<file path="src/lsq_pkg.sv">
// Constants and types shared by the LED channel sequencer files.
package lsq_pkg;

  // Clock and time base.
  localparam int unsigned CLK_PERIOD_NS = 10;
  localparam int unsigned NS_PER_US     = 1000;
  localparam int unsigned CYC_PER_US    = NS_PER_US / CLK_PERIOD_NS;
  localparam logic [6:0]  CYC_PER_US_M1 = 7'(CYC_PER_US - 1);

  // Times after the enable rise and the blink stagger spacing, in microseconds.
  localparam int unsigned T_MODE_US     = 47;
  localparam int unsigned T_ACTIVE_US   = 110;
  localparam int unsigned T_STAGGER_US  = 20;
  localparam logic [6:0]  MODE_AT       = 7'(T_MODE_US - 1);
  localparam logic [6:0]  ACTIVE_AT     = 7'(T_ACTIVE_US - 1);
  localparam logic [4:0]  STAGGER_AT    = 5'(T_STAGGER_US - 1);

  // Channel count.
  localparam int unsigned NUM_CH        = 6;

  // Register byte addresses.
  localparam logic [7:0]  ADDR_CTRL     = 8'h00;
  localparam logic [7:0]  ADDR_START_DLY = 8'h04;
  localparam logic [7:0]  ADDR_STEP_DLY  = 8'h08;
  localparam logic [7:0]  ADDR_STATUS   = 8'h0C;

  // Field positions.
  localparam int unsigned CTRL_STYLE_LSB  = 0;
  localparam int unsigned CTRL_UNUSED_LSB = 8;
  localparam int unsigned ST_CHAIN_BIT    = 8;
  localparam int unsigned ST_MODE_BIT     = 9;
  localparam int unsigned ST_SHDN_BIT     = 10;
  localparam int unsigned ST_STATE_LSB    = 12;

  // Reset values.
  localparam logic [1:0]  STYLE_RST     = 2'h0;
  localparam logic [5:0]  UNUSED_RST    = 6'h00;
  localparam logic [15:0] START_DLY_RST = 16'h0064;
  localparam logic [15:0] STEP_DLY_RST  = 16'h0014;

  // Style codes, one per resistor choice.
  localparam logic [1:0]  STYLE_ONE     = 2'h0;
  localparam logic [1:0]  STYLE_TWO     = 2'h1;
  localparam logic [1:0]  STYLE_THREE   = 2'h2;

  typedef enum logic [3:0] {
    ST_OFF,
    ST_WAKE,
    ST_BLINK_RAMP,
    ST_BLINK_HOLD,
    ST_BLINK_FALL,
    ST_SEQ_DELAY,
    ST_SEQ_STEP,
    ST_SEQ_LAST,
    ST_SEQ_HOLD
  } lsq_state_t;

  typedef enum logic [1:0] {
    SEL_CTRL,
    SEL_START_DLY,
    SEL_STEP_DLY,
    SEL_STATUS
  } lsq_sel_t;

endpackage

</file>
<file path="src/lsq_tick_if.sv">
// Interface carrying the microsecond tick between sequencer modules.
`timescale 1ns/1ps
`default_nettype none
interface lsq_tick_if;
  logic us_tick;

  modport src (output us_tick);
  modport snk (input  us_tick);
endinterface
`default_nettype wire

</file>
<file path="src/lsq_tick_div.sv">
// Divider producing a one-cycle pulse every microsecond.
`timescale 1ns/1ps
`default_nettype none
module lsq_tick_div
(
  input  wire logic  clk_in,
  input  wire logic  rst_b_in,
  lsq_tick_if.src    tick
);

  logic [6:0] div_reg;

  // Free-running count; the pulse lasts exactly one clock.
  always_ff @(posedge clk_in or negedge rst_b_in)
  begin
    if (!rst_b_in)
    begin
      div_reg      <= 7'h00;
      tick.us_tick <= 1'b0;
    end
    else if (div_reg == lsq_pkg::CYC_PER_US_M1)
    begin
      div_reg      <= 7'h00;
      tick.us_tick <= 1'b1;
    end
    else
    begin
      div_reg      <= div_reg + 7'h01;
      tick.us_tick <= 1'b0;
    end
  end

endmodule
`default_nettype wire

</file>
<file path="src/lsq_led_channel_sequencer.sv">
// Six-channel turn-lamp sequencer with an APB register slave.
//
// Decided for this implementation: the address map and the APB slave port.
`timescale 1ns/1ps
`default_nettype none
module lsq_led_channel_sequencer
#(
  parameter logic [9:0] US_PER_MS = 10'h03E8
)
(
  input  wire logic        CLK_IN,
  input  wire logic        RST_B_IN,
  input  wire logic        ENABLE_IN,
  input  wire logic        MODE_SELECT_INPUT_IN,
  input  wire logic        PSEL_IN,
  input  wire logic        PENABLE_IN,
  input  wire logic        PWRITE_IN,
  input  wire logic [7:0]  PADDR_IN,
  input  wire logic [31:0] PWDATA_IN,
  output var  logic [31:0] PRDATA_OUT,
  output var  logic        PREADY_OUT,
  output var  logic        PSLVERR_OUT,
  output var  logic [5:0]  CHANNEL_OUTPUT_OUT,
  output var  logic        CHAIN_OUTPUT_OUT,
  output var  logic        SHUTDOWN_OUT
);

  ////////////////////////////////////////////////////////////////////////////
  // Decoding helpers.

  // Register select from a byte address; valid flag in the top bit.
  function automatic logic [2:0] reg_decode(input logic [7:0] addr);
    case (addr)
      lsq_pkg::ADDR_CTRL:   reg_decode = {1'b1, lsq_pkg::SEL_CTRL};
      lsq_pkg::ADDR_START_DLY: reg_decode = {1'b1, lsq_pkg::SEL_START_DLY};
      lsq_pkg::ADDR_STEP_DLY:  reg_decode = {1'b1, lsq_pkg::SEL_STEP_DLY};
      lsq_pkg::ADDR_STATUS: reg_decode = {1'b1, lsq_pkg::SEL_STATUS};
      default:              reg_decode = 3'h0;
    endcase
  endfunction

  // Channels lit per step for each style code.
  function automatic logic [3:0] group_size(input logic [1:0] style);
    case (style)
      lsq_pkg::STYLE_ONE:   group_size = 4'h1;
      lsq_pkg::STYLE_TWO:   group_size = 4'h2;
      lsq_pkg::STYLE_THREE: group_size = 4'h3;
      default:              group_size = 4'h6;
    endcase
  endfunction

  // Number of used channels below a given channel index.
  function automatic logic [3:0] rank_of(input logic [5:0] used,
                                         input int unsigned idx);
    logic [3:0] cnt;
    cnt = 4'h0;
    for (int unsigned k = 0; k < lsq_pkg::NUM_CH; k++)
    begin
      if (k < idx && used[k])
        cnt = cnt + 4'h1;
    end
    rank_of = cnt;
  endfunction

  // True when a millisecond count has reached its programmed limit.
  function automatic logic timer_done(input logic [15:0] tmr,
                                      input logic [15:0] lim);
    timer_done = ({1'b0, tmr} + 17'h0_0001) >= {1'b0, lim};
  endfunction

  ////////////////////////////////////////////////////////////////////////////
  // Declarations.

  lsq_tick_if            tick_bus ();
  lsq_pkg::lsq_state_t   state_reg;
  logic                  en_prev_reg;
  logic                  mode_reg;
  logic [6:0]            rise_us_reg;
  logic [4:0]            stag_us_reg;
  logic [9:0]            ms_pre_reg;
  logic [15:0]           tmr_reg;
  logic [3:0]            on_count_reg;
  logic [5:0]            lit_reg;
  logic                  chain_reg;
  logic [1:0]            style_reg;
  logic [5:0]            unused_reg;
  logic [15:0]           start_dly_reg;
  logic [15:0]           step_dly_reg;
  logic [5:0]            chan_next;
  logic [5:0]            used;
  logic [3:0]            used_total;
  logic [3:0]            step;
  logic                  en_rise;
  logic                  ms_tick;
  logic                  seq_timed;
  logic                  apb_setup;
  logic                  apb_write;
  logic [2:0]            setup_sel;
  logic [2:0]            access_sel;

  lsq_tick_div u_tick_div
  (
    .clk_in   (CLK_IN),
    .rst_b_in (RST_B_IN),
    .tick     (tick_bus.src)
  );

  ////////////////////////////////////////////////////////////////////////////
  // Derived terms.

  // Unused flags are static straps for the sequencer.
  assign used       = ~unused_reg;
  assign used_total = rank_of(used, lsq_pkg::NUM_CH);
  assign step       = group_size(style_reg);
  assign en_rise    = ENABLE_IN & ~en_prev_reg;
  assign seq_timed  = (state_reg == lsq_pkg::ST_SEQ_DELAY) ||
                      (state_reg == lsq_pkg::ST_SEQ_STEP)  ||
                      (state_reg == lsq_pkg::ST_SEQ_LAST);
  assign ms_tick    = tick_bus.us_tick && (ms_pre_reg == US_PER_MS - 10'h001);

  // Enable edge detector; the pin is taken as synchronous.
  always_ff @(posedge CLK_IN or negedge RST_B_IN)
  begin
    if (!RST_B_IN)
      en_prev_reg <= 1'b0;
    else
      en_prev_reg <= ENABLE_IN;
  end

  ////////////////////////////////////////////////////////////////////////////
  // Wake-up timing and mode capture.

  // Microseconds since the enable rise, held at the activation point.
  always_ff @(posedge CLK_IN or negedge RST_B_IN)
  begin
    if (!RST_B_IN)
      rise_us_reg <= 7'h00;
    else if (state_reg != lsq_pkg::ST_WAKE)
      rise_us_reg <= 7'h00;
    else if (tick_bus.us_tick && rise_us_reg != lsq_pkg::ACTIVE_AT)
      rise_us_reg <= rise_us_reg + 7'h01;
  end

  // Mode is sampled once per on-phase, so later changes wait.
  always_ff @(posedge CLK_IN or negedge RST_B_IN)
  begin
    if (!RST_B_IN)
      mode_reg <= 1'b0;
    else if (state_reg == lsq_pkg::ST_WAKE && tick_bus.us_tick &&
             rise_us_reg == lsq_pkg::MODE_AT)
      mode_reg <= MODE_SELECT_INPUT_IN;
  end

  // Millisecond prescaler; idle outside the timed sequence states so
  // every delay starts on a clean millisecond boundary.
  always_ff @(posedge CLK_IN or negedge RST_B_IN)
  begin
    if (!RST_B_IN)
      ms_pre_reg <= 10'h000;
    else if (!seq_timed)
      ms_pre_reg <= 10'h000;
    else if (ms_tick)
      ms_pre_reg <= 10'h000;
    else if (tick_bus.us_tick)
      ms_pre_reg <= ms_pre_reg + 10'h001;
  end

  // Stagger spacing counter for the blink ramps.
  always_ff @(posedge CLK_IN or negedge RST_B_IN)
  begin
    if (!RST_B_IN)
      stag_us_reg <= 5'h00;
    else if (state_reg != lsq_pkg::ST_BLINK_RAMP &&
             state_reg != lsq_pkg::ST_BLINK_FALL)
      stag_us_reg <= 5'h00;
    else if (tick_bus.us_tick)
      stag_us_reg <= (stag_us_reg == lsq_pkg::STAGGER_AT) ? 5'h00 :
                     stag_us_reg + 5'h01;
  end

  ////////////////////////////////////////////////////////////////////////////
  // Sequencing state machine.

  // Any enable drop outside blink mode returns straight to the off
  // state, so each on-phase reruns the pattern from the start.
  always_ff @(posedge CLK_IN or negedge RST_B_IN)
  begin
    if (!RST_B_IN)
    begin
      state_reg    <= lsq_pkg::ST_OFF;
      tmr_reg      <= 16'h0000;
      on_count_reg <= 4'h0;
      lit_reg      <= 6'h00;
      chain_reg    <= 1'b0;
    end
    else
    begin
      case (state_reg)
        lsq_pkg::ST_OFF:
        begin
          on_count_reg <= 4'h0;
          lit_reg      <= 6'h00;
          chain_reg    <= 1'b0;
          tmr_reg      <= 16'h0000;
          if (en_rise)
            state_reg <= lsq_pkg::ST_WAKE;
        end
        lsq_pkg::ST_WAKE:
        begin
          if (!ENABLE_IN)
            state_reg <= lsq_pkg::ST_OFF;
          else if (tick_bus.us_tick && rise_us_reg == lsq_pkg::ACTIVE_AT)
          begin
            // Nothing lights before this point.
            if (!mode_reg)
            begin
              lit_reg   <= 6'h01;
              state_reg <= lsq_pkg::ST_BLINK_RAMP;
            end
            else if (start_dly_reg == 16'h0000)
            begin
              on_count_reg <= step;
              state_reg    <= (step >= used_total) ? lsq_pkg::ST_SEQ_LAST :
                              lsq_pkg::ST_SEQ_STEP;
            end
            else
              state_reg <= lsq_pkg::ST_SEQ_DELAY;
          end
        end
        lsq_pkg::ST_BLINK_RAMP:
        begin
          if (!ENABLE_IN)
          begin
            lit_reg   <= lit_reg & (lit_reg - 6'h01);
            state_reg <= lsq_pkg::ST_BLINK_FALL;
          end
          else if (tick_bus.us_tick && stag_us_reg == lsq_pkg::STAGGER_AT)
          begin
            lit_reg <= {lit_reg[4:0], 1'b1};
            if (lit_reg[4])
              state_reg <= lsq_pkg::ST_BLINK_HOLD;
          end
        end
        lsq_pkg::ST_BLINK_HOLD:
        begin
          if (!ENABLE_IN)
          begin
            lit_reg   <= lit_reg & (lit_reg - 6'h01);
            state_reg <= lsq_pkg::ST_BLINK_FALL;
          end
        end
        lsq_pkg::ST_BLINK_FALL:
        begin
          // A new rise abandons the ramp-down and restarts cleanly.
          if (en_rise)
          begin
            lit_reg   <= 6'h00;
            state_reg <= lsq_pkg::ST_WAKE;
          end
          else if (lit_reg == 6'h00)
            state_reg <= lsq_pkg::ST_OFF;
          else if (tick_bus.us_tick && stag_us_reg == lsq_pkg::STAGGER_AT)
            lit_reg <= lit_reg & (lit_reg - 6'h01);
        end
        lsq_pkg::ST_SEQ_DELAY:
        begin
          if (!ENABLE_IN)
            state_reg <= lsq_pkg::ST_OFF;
          else if (ms_tick)
          begin
            if (timer_done(tmr_reg, start_dly_reg))
            begin
              tmr_reg      <= 16'h0000;
              on_count_reg <= step;
              state_reg    <= (step >= used_total) ? lsq_pkg::ST_SEQ_LAST :
                              lsq_pkg::ST_SEQ_STEP;
            end
            else
              tmr_reg <= tmr_reg + 16'h0001;
          end
        end
        lsq_pkg::ST_SEQ_STEP:
        begin
          if (!ENABLE_IN)
            state_reg <= lsq_pkg::ST_OFF;
          else if (ms_tick)
          begin
            if (timer_done(tmr_reg, step_dly_reg))
            begin
              tmr_reg      <= 16'h0000;
              on_count_reg <= on_count_reg + step;
              if (on_count_reg + step >= used_total)
                state_reg <= lsq_pkg::ST_SEQ_LAST;
            end
            else
              tmr_reg <= tmr_reg + 16'h0001;
          end
        end
        lsq_pkg::ST_SEQ_LAST:
        begin
          if (!ENABLE_IN)
            state_reg <= lsq_pkg::ST_OFF;
          else if (ms_tick)
          begin
            if (timer_done(tmr_reg, step_dly_reg))
            begin
              chain_reg <= 1'b1;
              state_reg <= lsq_pkg::ST_SEQ_HOLD;
            end
            else
              tmr_reg <= tmr_reg + 16'h0001;
          end
        end
        lsq_pkg::ST_SEQ_HOLD:
        begin
          if (!ENABLE_IN)
            state_reg <= lsq_pkg::ST_OFF;
        end
        default:
          state_reg <= lsq_pkg::ST_OFF;
      endcase
    end
  end

  ////////////////////////////////////////////////////////////////////////////
  // Channel drive.

  // Sequence outputs are gated by the live enable, so a drop turns
  // every channel off at the same edge the state machine sees it.
  generate
    for (genvar i = 0; i < lsq_pkg::NUM_CH; i++)
    begin : g_chan
      always_comb
      begin
        case (state_reg)
          lsq_pkg::ST_BLINK_RAMP,
          lsq_pkg::ST_BLINK_HOLD,
          lsq_pkg::ST_BLINK_FALL:
            chan_next[i] = lit_reg[i] & used[i];
          lsq_pkg::ST_SEQ_STEP,
          lsq_pkg::ST_SEQ_LAST,
          lsq_pkg::ST_SEQ_HOLD:
            chan_next[i] = ENABLE_IN & used[i] &
                           (rank_of(used, i) < on_count_reg);
          default:
            chan_next[i] = 1'b0;
        endcase
      end
    end
  endgenerate

  // Output flops; chain drops with enable, not one clock later.
  always_ff @(posedge CLK_IN or negedge RST_B_IN)
  begin
    if (!RST_B_IN)
    begin
      CHANNEL_OUTPUT_OUT <= 6'h00;
      CHAIN_OUTPUT_OUT   <= 1'b0;
      SHUTDOWN_OUT       <= 1'b1;
    end
    else
    begin
      CHANNEL_OUTPUT_OUT <= chan_next;
      CHAIN_OUTPUT_OUT   <= chain_reg & ENABLE_IN;
      SHUTDOWN_OUT       <= (state_reg == lsq_pkg::ST_OFF) & ~ENABLE_IN;
    end
  end

  ////////////////////////////////////////////////////////////////////////////
  // APB slave: one wait-free access phase, ready raised by the setup.

  assign apb_setup  = PSEL_IN & ~PENABLE_IN;
  assign apb_write  = PSEL_IN & PENABLE_IN & PREADY_OUT & PWRITE_IN;
  assign setup_sel  = reg_decode(PADDR_IN);
  assign access_sel = reg_decode(PADDR_IN);

  // Ready, error and read data are prepared during the setup cycle.
  always_ff @(posedge CLK_IN or negedge RST_B_IN)
  begin
    if (!RST_B_IN)
    begin
      PREADY_OUT  <= 1'b0;
      PSLVERR_OUT <= 1'b0;
      PRDATA_OUT  <= 32'h0000_0000;
    end
    else
    begin
      PREADY_OUT  <= apb_setup;
      PSLVERR_OUT <= apb_setup & ~setup_sel[2];
      if (apb_setup && !PWRITE_IN)
      begin
        PRDATA_OUT <= 32'h0000_0000;
        case (lsq_pkg::lsq_sel_t'(setup_sel[1:0]))
          lsq_pkg::SEL_CTRL:
          begin
            PRDATA_OUT[lsq_pkg::CTRL_STYLE_LSB +: 2]  <= style_reg;
            PRDATA_OUT[lsq_pkg::CTRL_UNUSED_LSB +: 6] <= unused_reg;
          end
          lsq_pkg::SEL_START_DLY: PRDATA_OUT[15:0] <= start_dly_reg;
          lsq_pkg::SEL_STEP_DLY:  PRDATA_OUT[15:0] <= step_dly_reg;
          lsq_pkg::SEL_STATUS:
          begin
            PRDATA_OUT[5:0]                      <= CHANNEL_OUTPUT_OUT;
            PRDATA_OUT[lsq_pkg::ST_CHAIN_BIT]    <= CHAIN_OUTPUT_OUT;
            PRDATA_OUT[lsq_pkg::ST_MODE_BIT]     <= mode_reg;
            PRDATA_OUT[lsq_pkg::ST_SHDN_BIT]     <= SHUTDOWN_OUT;
            PRDATA_OUT[lsq_pkg::ST_STATE_LSB +: 4] <= state_reg;
          end
          default: PRDATA_OUT <= 32'h0000_0000;
        endcase
        if (!setup_sel[2])
          PRDATA_OUT <= 32'h0000_0000;
      end
    end
  end

  // Timing settings arrive as millisecond counts; style arrives as a code.
  always_ff @(posedge CLK_IN or negedge RST_B_IN)
  begin
    if (!RST_B_IN)
    begin
      style_reg  <= lsq_pkg::STYLE_RST;
      unused_reg <= lsq_pkg::UNUSED_RST;
      start_dly_reg <= lsq_pkg::START_DLY_RST;
      step_dly_reg  <= lsq_pkg::STEP_DLY_RST;
    end
    else if (apb_write && access_sel[2])
    begin
      case (lsq_pkg::lsq_sel_t'(access_sel[1:0]))
        lsq_pkg::SEL_CTRL:
        begin
          style_reg  <= PWDATA_IN[lsq_pkg::CTRL_STYLE_LSB +: 2];
          unused_reg <= PWDATA_IN[lsq_pkg::CTRL_UNUSED_LSB +: 6];
        end
        lsq_pkg::SEL_START_DLY: start_dly_reg <= PWDATA_IN[15:0];
        lsq_pkg::SEL_STEP_DLY:  step_dly_reg  <= PWDATA_IN[15:0];
        default:             style_reg  <= style_reg;
      endcase
    end
  end

endmodule
`default_nettype wire

</file>
<file path="config.mk">
export PLATFORM = sky130hd
export DESIGN_NAME = lsq_led_channel_sequencer
export DESIGN_NICKNAME = d
export VERILOG_FILES = /design/src/lsq_pkg.sv /design/src/lsq_tick_if.sv /design/src/lsq_tick_div.sv /design/src/lsq_led_channel_sequencer.sv
export SDC_FILE = /design/constraint.sdc
export NUM_CORES = 1
export LEC_CHECK = 0
export ABC_AREA = 0
export CELL_PAD_IN_SITES_DETAIL_PLACEMENT = 1
export CELL_PAD_IN_SITES_GLOBAL_PLACEMENT = 1
export CORE_ASPECT_RATIO = 0.6
export CORE_MARGIN = 5
export CORE_UTILIZATION = 25
export DETAILED_ROUTE_END_ITERATION = 10
export DONT_BUFFER_PORTS = 1
export PLACE_DENSITY_LB_ADDON = 0.1
export SLEW_MARGIN = 10
export SYNTH_ARGS = -nofsm -noshare
export SYNTH_HDL_FRONTEND = slang
export SYNTH_SLANG_ARGS = --single-unit
export TNS_END_PERCENT = 1
</file>
<file path="constraint.sdc">
create_clock -name CLK_IN -period 5 [get_ports CLK_IN]
set_input_delay 0 -clock CLK_IN [delete_from_list [all_inputs] [get_ports CLK_IN]]
set_output_delay 0 -clock CLK_IN [all_outputs]
set_load 0.005 [all_outputs]
</file>
After elaboration in Yosys (flattened, before gate mapping)
Index checks and enable logic that the tools add are counted.

cells by class
  $add $sub $neg = 17
  eq/ne operators = 57
  bitwise gates (word level) = 32
  multiplexer cells = 100
  order comparisons = 10
  reductions and logical operators = 34

operators by type and width
  operator                                                          count
  4-bit 2-to-1 mux                                                  44
  16-bit 2-to-1 mux                                                 10
  16-bit case mux with 4 select lines                               1
  6-bit 2-to-1 mux                                                  9
  4-bit by 1-bit adder with 4-bit output (second input constant)    9
  4-bit case mux with 9 select lines                                1
  17-bit by 16-bit >= comparator with 1-bit output                  2
  10-bit 2-to-1 mux                                                 3
  6-bit case mux with 5 select lines                                1
  1-bit bitwise AND                                                 26
  2-bit != test (second input constant)                             13
  3-bit != test (second input constant)                             8
  3-bit case mux with 4 select lines                                2
  7-bit 2-to-1 mux                                                  3
  4-bit < comparator                                                5
  3-bit by 2-bit != test with 1-bit output (second input constant)  6
  16-bit by 1-bit adder with 17-bit output (second input constant)  1
  16-bit by 1-bit adder with 16-bit output (second input constant)  1
  4-bit by 3-bit == test with 1-bit output (second input constant)  4
  8-bit by 4-bit == test with 1-bit output (second input constant)  2
  16-bit zero test                                                  1
  2-bit case mux with 4 select lines                                2
  4-bit case mux with 4 select lines                                1
  8-bit AND reduction                                               2
  other kinds (51)                                                  93

word-level totals
  bits in registers = 145
  output and inout bits = 42

Depth between registers and ports, before layout
  word-level depth = 19
  mapped depth = 17

Modules after synthesis
From an unflattened synthesis, not the netlist that was laid out.

unflattened totals
  cells, all modules = 881
  area, all modules = 8,295.5 µm²

by module, submodules not included
  module                     cells an instance  sequential area each (µm²)  times used  area an instance (µm²)
  lsq_led_channel_sequencer  852                3,035.4                     1           7,933.9
  lsq_tick_div               29                 200.2                       1           361.6

Worst setup path after synthesis
No wires, ideal clock.

  path kind = register to register
  start point = reg unused_reg[0]
  end point = reg state_reg[0]
  path buffers = 0
  arrival time = 3,709 ps
  cell stages (with the launch flop) = 17
  setup slack = 1,166 ps
  period minus slack after synthesis = 3,834 ps
  cells stage by stage = dfrtp_1 > inv_1 > ha_1 > xnor2_1 > ha_1 > mux2i_1 > xnor2_1 > o21ai_0 > ha_1 > mux2i_1 > ha_1 > a21o_1 > a21o_1 > a2111oi_0 > or3_1 > a21oi_1 > mux2_2

between the ends
  longest elaborated chain between the ends = 19

RTL lines
  item                                            RTL line                                                            text
  start: declaration                              lsq_led_channel_sequencer.sv:86                                     logic [5:0] unused_reg;
  start signal: assignment                        lsq_led_channel_sequencer.sv:423                                    unused_reg <= lsq_pkg::UNUSED_RST;
  start signal: assignment                        lsq_led_channel_sequencer.sv:433                                    unused_reg <= PWDATA_IN[lsq_pkg::CTRL_UNUSED_LSB +: 6];
  6-bit NOT (*)                                   lsq_led_channel_sequencer.sv:112                                    assign used = ~unused_reg;
  1-bit 2-to-1 mux (*)                            lsq_led_channel_sequencer.sv:59                                     if (k < idx && used[k])
  4-bit by 1-bit adder with 4-bit output          lsq_led_channel_sequencer.sv:60                                     cnt = cnt + 4'h1;
  4-bit 2-to-1 mux (*)                            lsq_led_channel_sequencer.sv:59
  4-bit by 1-bit adder with 4-bit output          lsq_led_channel_sequencer.sv:60
  4-bit 2-to-1 mux (*)                            lsq_led_channel_sequencer.sv:59
  4-bit by 1-bit adder with 4-bit output          lsq_led_channel_sequencer.sv:60
  4-bit 2-to-1 mux (*)                            lsq_led_channel_sequencer.sv:59
  [3 not listed]                                  n/a
  4-bit 2-to-1 mux (*)                            lsq_led_channel_sequencer.sv:59
  3-bit by 4-bit >= comparator with 1-bit output  lsq_led_channel_sequencer.sv:223, lsq_led_channel_sequencer.sv:275
  1-bit 2-to-1 mux                                lsq_led_channel_sequencer.sv:223, lsq_led_channel_sequencer.sv:275
  2-bit 2-to-1 mux                                lsq_led_channel_sequencer.sv:220                                    else if (start_dly_reg == 16'h0000)
  3-bit 2-to-1 mux                                lsq_led_channel_sequencer.sv:215                                    if (!mode_reg)
  4-bit 2-to-1 mux                                lsq_led_channel_sequencer.sv:212                                    else if (tick_bus.us_tick && rise_us_reg == lsq_pkg::ACTIVE_AT)
  4-bit 2-to-1 mux                                lsq_led_channel_sequencer.sv:210                                    if (!ENABLE_IN)
  4-bit case mux with 9 select lines              lsq_led_channel_sequencer.sv:198                                    case (state_reg)
  end signal: assignment                          lsq_led_channel_sequencer.sv:206                                    state_reg <= lsq_pkg::ST_WAKE;
  end signal: assignment                          lsq_led_channel_sequencer.sv:211                                    state_reg <= lsq_pkg::ST_OFF;
  end signal: assignment                          lsq_led_channel_sequencer.sv:218                                    state_reg <= lsq_pkg::ST_BLINK_RAMP;
  end: declaration                                lsq_led_channel_sequencer.sv:75                                     lsq_pkg::lsq_state_t state_reg;

Mark *: on every way between the ends. The rest lies on a longest branch, timed or not. The select of a mux whose other input is x is not followed.
A chain may end at the register's enable or synchronous reset.

Worst setup path after layout
  start point = reg unused_reg[1]
  end point = reg state_reg[0]

between the ends
  longest elaborated chain between the ends = 17

RTL lines
  item                                            RTL line
  6-bit NOT (*)                                   lsq_led_channel_sequencer.sv:112
  4-bit 2-to-1 mux (*)                            lsq_led_channel_sequencer.sv:59
  4-bit by 1-bit adder with 4-bit output          lsq_led_channel_sequencer.sv:60
  4-bit 2-to-1 mux (*)                            lsq_led_channel_sequencer.sv:59
  4-bit by 1-bit adder with 4-bit output          lsq_led_channel_sequencer.sv:60
  4-bit 2-to-1 mux (*)                            lsq_led_channel_sequencer.sv:59
  4-bit by 1-bit adder with 4-bit output          lsq_led_channel_sequencer.sv:60
  4-bit 2-to-1 mux (*)                            lsq_led_channel_sequencer.sv:59
  4-bit by 1-bit adder with 4-bit output          lsq_led_channel_sequencer.sv:60
  4-bit 2-to-1 mux (*)                            lsq_led_channel_sequencer.sv:59
  3-bit by 4-bit >= comparator with 1-bit output  lsq_led_channel_sequencer.sv:223, lsq_led_channel_sequencer.sv:275
  1-bit 2-to-1 mux                                lsq_led_channel_sequencer.sv:223, lsq_led_channel_sequencer.sv:275
  2-bit 2-to-1 mux                                lsq_led_channel_sequencer.sv:220
  3-bit 2-to-1 mux                                lsq_led_channel_sequencer.sv:215
  4-bit 2-to-1 mux                                lsq_led_channel_sequencer.sv:212
  4-bit 2-to-1 mux                                lsq_led_channel_sequencer.sv:210
  4-bit case mux with 9 select lines              lsq_led_channel_sequencer.sv:198

Marked as above.

==> flow_summary_export.csv <==
group,metric,value,unit
outcome,status,"completed",
clocking,cts_tree,"built",
pwr,p_seq_frac,0.352,
finish,fill_cells,3647,
hold_path,holdCritStartpoint,"ENABLE_IN",
drt,wire_per_inst,20.09,um
logic_synthesis,async_flop_share,1.000,
logic_synthesis,synth_cells,856,
critical_path,crit_path_frequent_cell,"ha_1",
placement,io_buffers,0,
timing,max_freq,218.4,MHz
clocking,htreeDepth,4,
drt,wl,26440,um
global_routing,antenna_found_initial,0,
drt,drc,0,
drt,first_iter_violations,454,
timing,finClkSkew,0.008141,ns
timing,fin_crit,4.578,ns
pwr,p_leak,4.154,nW
logic_synthesis,seq_area_frac_synth,0.4004,
drt,ant_nets,0,
drt,dr.pass1.iters,5,
die,die_width,242.1,um
placement,place_inst,1256,
critical_path,cpPeakStageDelay,0.48,ns
pwr,pwr-share-comb,0.235,
finish,nets,996,
finish,final_cells,1316,
placement,dp_hpwl,19420,um
pwr,p_per_area,355.2,nW/um2
die,start_util,0.2513,
timing,setup_viol,0,
pwr,power.switching,1.165,mW
critical_path,startpoint,"unused_reg[1]",
finish,layout_common_cells,"123 x dfrtp_1, 86 x nand2_1, 69 x nor2_1, 69 x ha_1, 55 x inv_1",
timing,relSlewSlack,0.4363,
clocking,post-cts-setup-buffers,0,
clocking,clockBufferDepth,2,
critical_path,cp_num_buf_inv,2,
finish,final_layout_size_suffix_gt1_frac,0.1110,
global_routing,grt_pass1_wl,41360,um
drt,num_vias,6332,
critical_path,worst_setup_path_end_kind,"register",
critical_path,critPathKind,"register to register",
logic_synthesis,ys_dominant_reg_cell,"dfrtp_1",
logic_synthesis,synth_area,8082,um2
timing,drv_slew,0,
die,std_cell_rows,51,
critical_path,critical_path.startpoint_type,"register",
timing,rsz0062_at_grt,"false",
global_routing,grt_use_total,0.1497,
critical_path,r2r_setup_slack,0.42,ns
die,pin_count,89,
clocking,cts_buffers,17,
logic_synthesis,ys_ff_latch,129,
timing,worst_slew_pin_slew,0.8435,ns
critical_path,cp_slowest_cell,"dfrtp_1",
die,die_h,149.3,um
pwr,ir_worst_vdd,266.5,uV
pwr,p_int,2.178,mW
global_routing,grt_pass1_vias,6534,
timing,finalCritPeriodShare,0.9156,
global_routing,grt_overflow,0,
timing,hold_violations,0,
finish,area_growth,16.47,%
run,drv_cap,0,
finish,layout_commonest_cell,"dfrtp_1",
critical_path,crit_chain,"inv_1 > ha_1 > xnor2_2 > ha_1 > mux2i_1 > xnor2_1 > o21ai_0 > ha_1 > mux2i_1 > ha_1 > a21o_1 > a21o_1 > a2111oi_0 > buf_4 > or3_1 > a21oi_1 > mux2_2",
logic_synthesis,yosys_warnings,0,
critical_path,cp.arrival,4.90,ns
pwr,p_sw_frac,0.3485,
drt,viasPerCell,4.812,
die,die-area,36140,um2
critical_path,path_delay_family,"adder cells",
critical_path,regToRegStartpoint,"unused_reg[1]",
clocking,path_clk_slew,0.07,ns
global_routing,grt_max_degree,130,
pwr,power_frac_clock,0.414,
critical_path,critPathMaxFanout,6,
clocking,numClockSinks,129,
logic_synthesis,syn_area_per_cell,9.441,um2
clocking,clk_latency,0.44,ns
die,core_region_area,32160,um2
logic_synthesis,ys_types,62,
logic_synthesis,synth_edf_count,0,
timing,tns,0,ns
placement,place.gp.congestion,0.7623,
critical_path,required,5.32,ns
hold_path,hold_path_class,"input port to register",
finish,n_antenna_cell,0,
clocking,cts_root_buf,"clkbuf_16",
==> cells in the mapped netlist (all sizes together) (3+ instances only) <==
master     n  area (um2)
dfstp      6       157.7
nand2     86       322.8
a21o       7       52.55
nor4       9       56.30
buf       26       166.4
nand2b    22       137.6
or2        3       18.77
o21bai     4       30.03
o41ai      3       26.28
nand3     23       115.1
nor3      12       60.06
and2       4       25.02
a21oi     42       214.0
a211oi     3       22.52
mux2      44       499.2
inv       55       206.5
a22o      16       140.1
a31oi      7       43.79
o21a       3       22.52
and3       6       37.54
a22oi      6       45.04
nand4     16       100.1
ha        69       863.3
mux2i      9       90.09
a2111oi    4       41.29
o21ai     50       254.0
nor2b     10       62.56
o31ai      3       22.52
dfrtp    123        3078
clkbuf    20       75.07
or4        6       48.80
nor2      70       270.3
or3        8       50.05
nor3b      5       37.54
xor2      17       148.9
xnor2     24       210.2
a222oi    14       140.1
==> worst paths after layout <==
check,depth (start not counted),endpoint
min in group asynchronous,2,u_tick_div.div_reg[6]
setup reg to reg,17,state_reg[0]
hold reg to reg,1,CHAIN_OUTPUT_OUT
hold / removal,3,lit_reg[1]
setup / recovery,17,state_reg[0]
max in group asynchronous,2,PRDATA_OUT[9]
==> layout make-up <==
type	count	area [um2]	share of cell area
flip-flops and latches	129	3236	0.3437
repair buffers	34	342.8	0.03642
well taps	424	530.5	0.05636
clock buffers	18	439.2	0.04666
clock inverters	14	192.7	0.02047
multi-input cells	642	4466	0.4744
inverters	55	206.4	0.02193
==> power groups by stage <==
stage	Clock (mW)	Combinational (mW)	Sequential, mW
2_1_floorplan	0	0.569	1.13
5_1_grt	1.47	0.890	1.18
3_3_place_gp	0	0.746	1.20
3_5_place_dp	0	0.741	1.20
6_report	1.38	0.785	1.18
4_1_cts	1.44	0.795	1.18
==> cells by family after synthesis <==
kind of cell	after synthesis	share of synthesized area
AOI/OAI and AO/OA	176	0.1449
adders and majority gates	70	0.1093
buffers and inverters	101	0.05543
and+or+nand+nor	285	0.1722
DFF	129	0.4004
muxes	53	0.07292
xor gates and xnor gates	41	0.04443
other	1	0.0004640
==> layer usage <==
layer | up-vias | track usage | wire [um]
li1 | 3071 | - | -
met1 | 3142 | 0.2460 | 15470
met2 | 100 | 0.1935 | 9854
met5 | - | 0 | 0
met4 | 0 | 0.03335 | 226
met3 | 19 | 0.03152 | 880
==> tightest hold or removal path: cells and delay by family <==
kind | cells | cell delay, ns
AOI/OAI and AO/OA | 3 | 0.43
==> metrics by stage <==
| stage | utilization | power (mW) | cell area [um2] | setup WS (ns) | hold WS, ns |
|---|---|---|---|---|---|
| 2_1_floorplan | - | 1.702 | 8142 | 1.166 | -0.2956 |
| 3_3_place_gp | 0.2635 | 1.944 | 8476 | 0.5004 | -0.2854 |
| 3_5_place_dp | 0.2635 | 1.937 | 8476 | 0.3729 | -0.2839 |
| 4_1_cts | 0.2924 | 3.405 | 9405 | 0.3117 | 0.01176 |
| 5_1_grt | 0.2927 | 3.544 | 9413 | 0.08129 | 0.02699 |
| 6_report | 0.2927 | 3.344 | 9413 | 0.4222 | 0.02992 |
==> timing repair <==
item / in CTS / in global routing
resized for setup: 0 / 1
hold buffers: 28 / 0
endpoints found under the hold margin: 183 / 0
setup endpoints to repair: 0 / 2
Note: power is estimated with default switching activity, not from simulation.
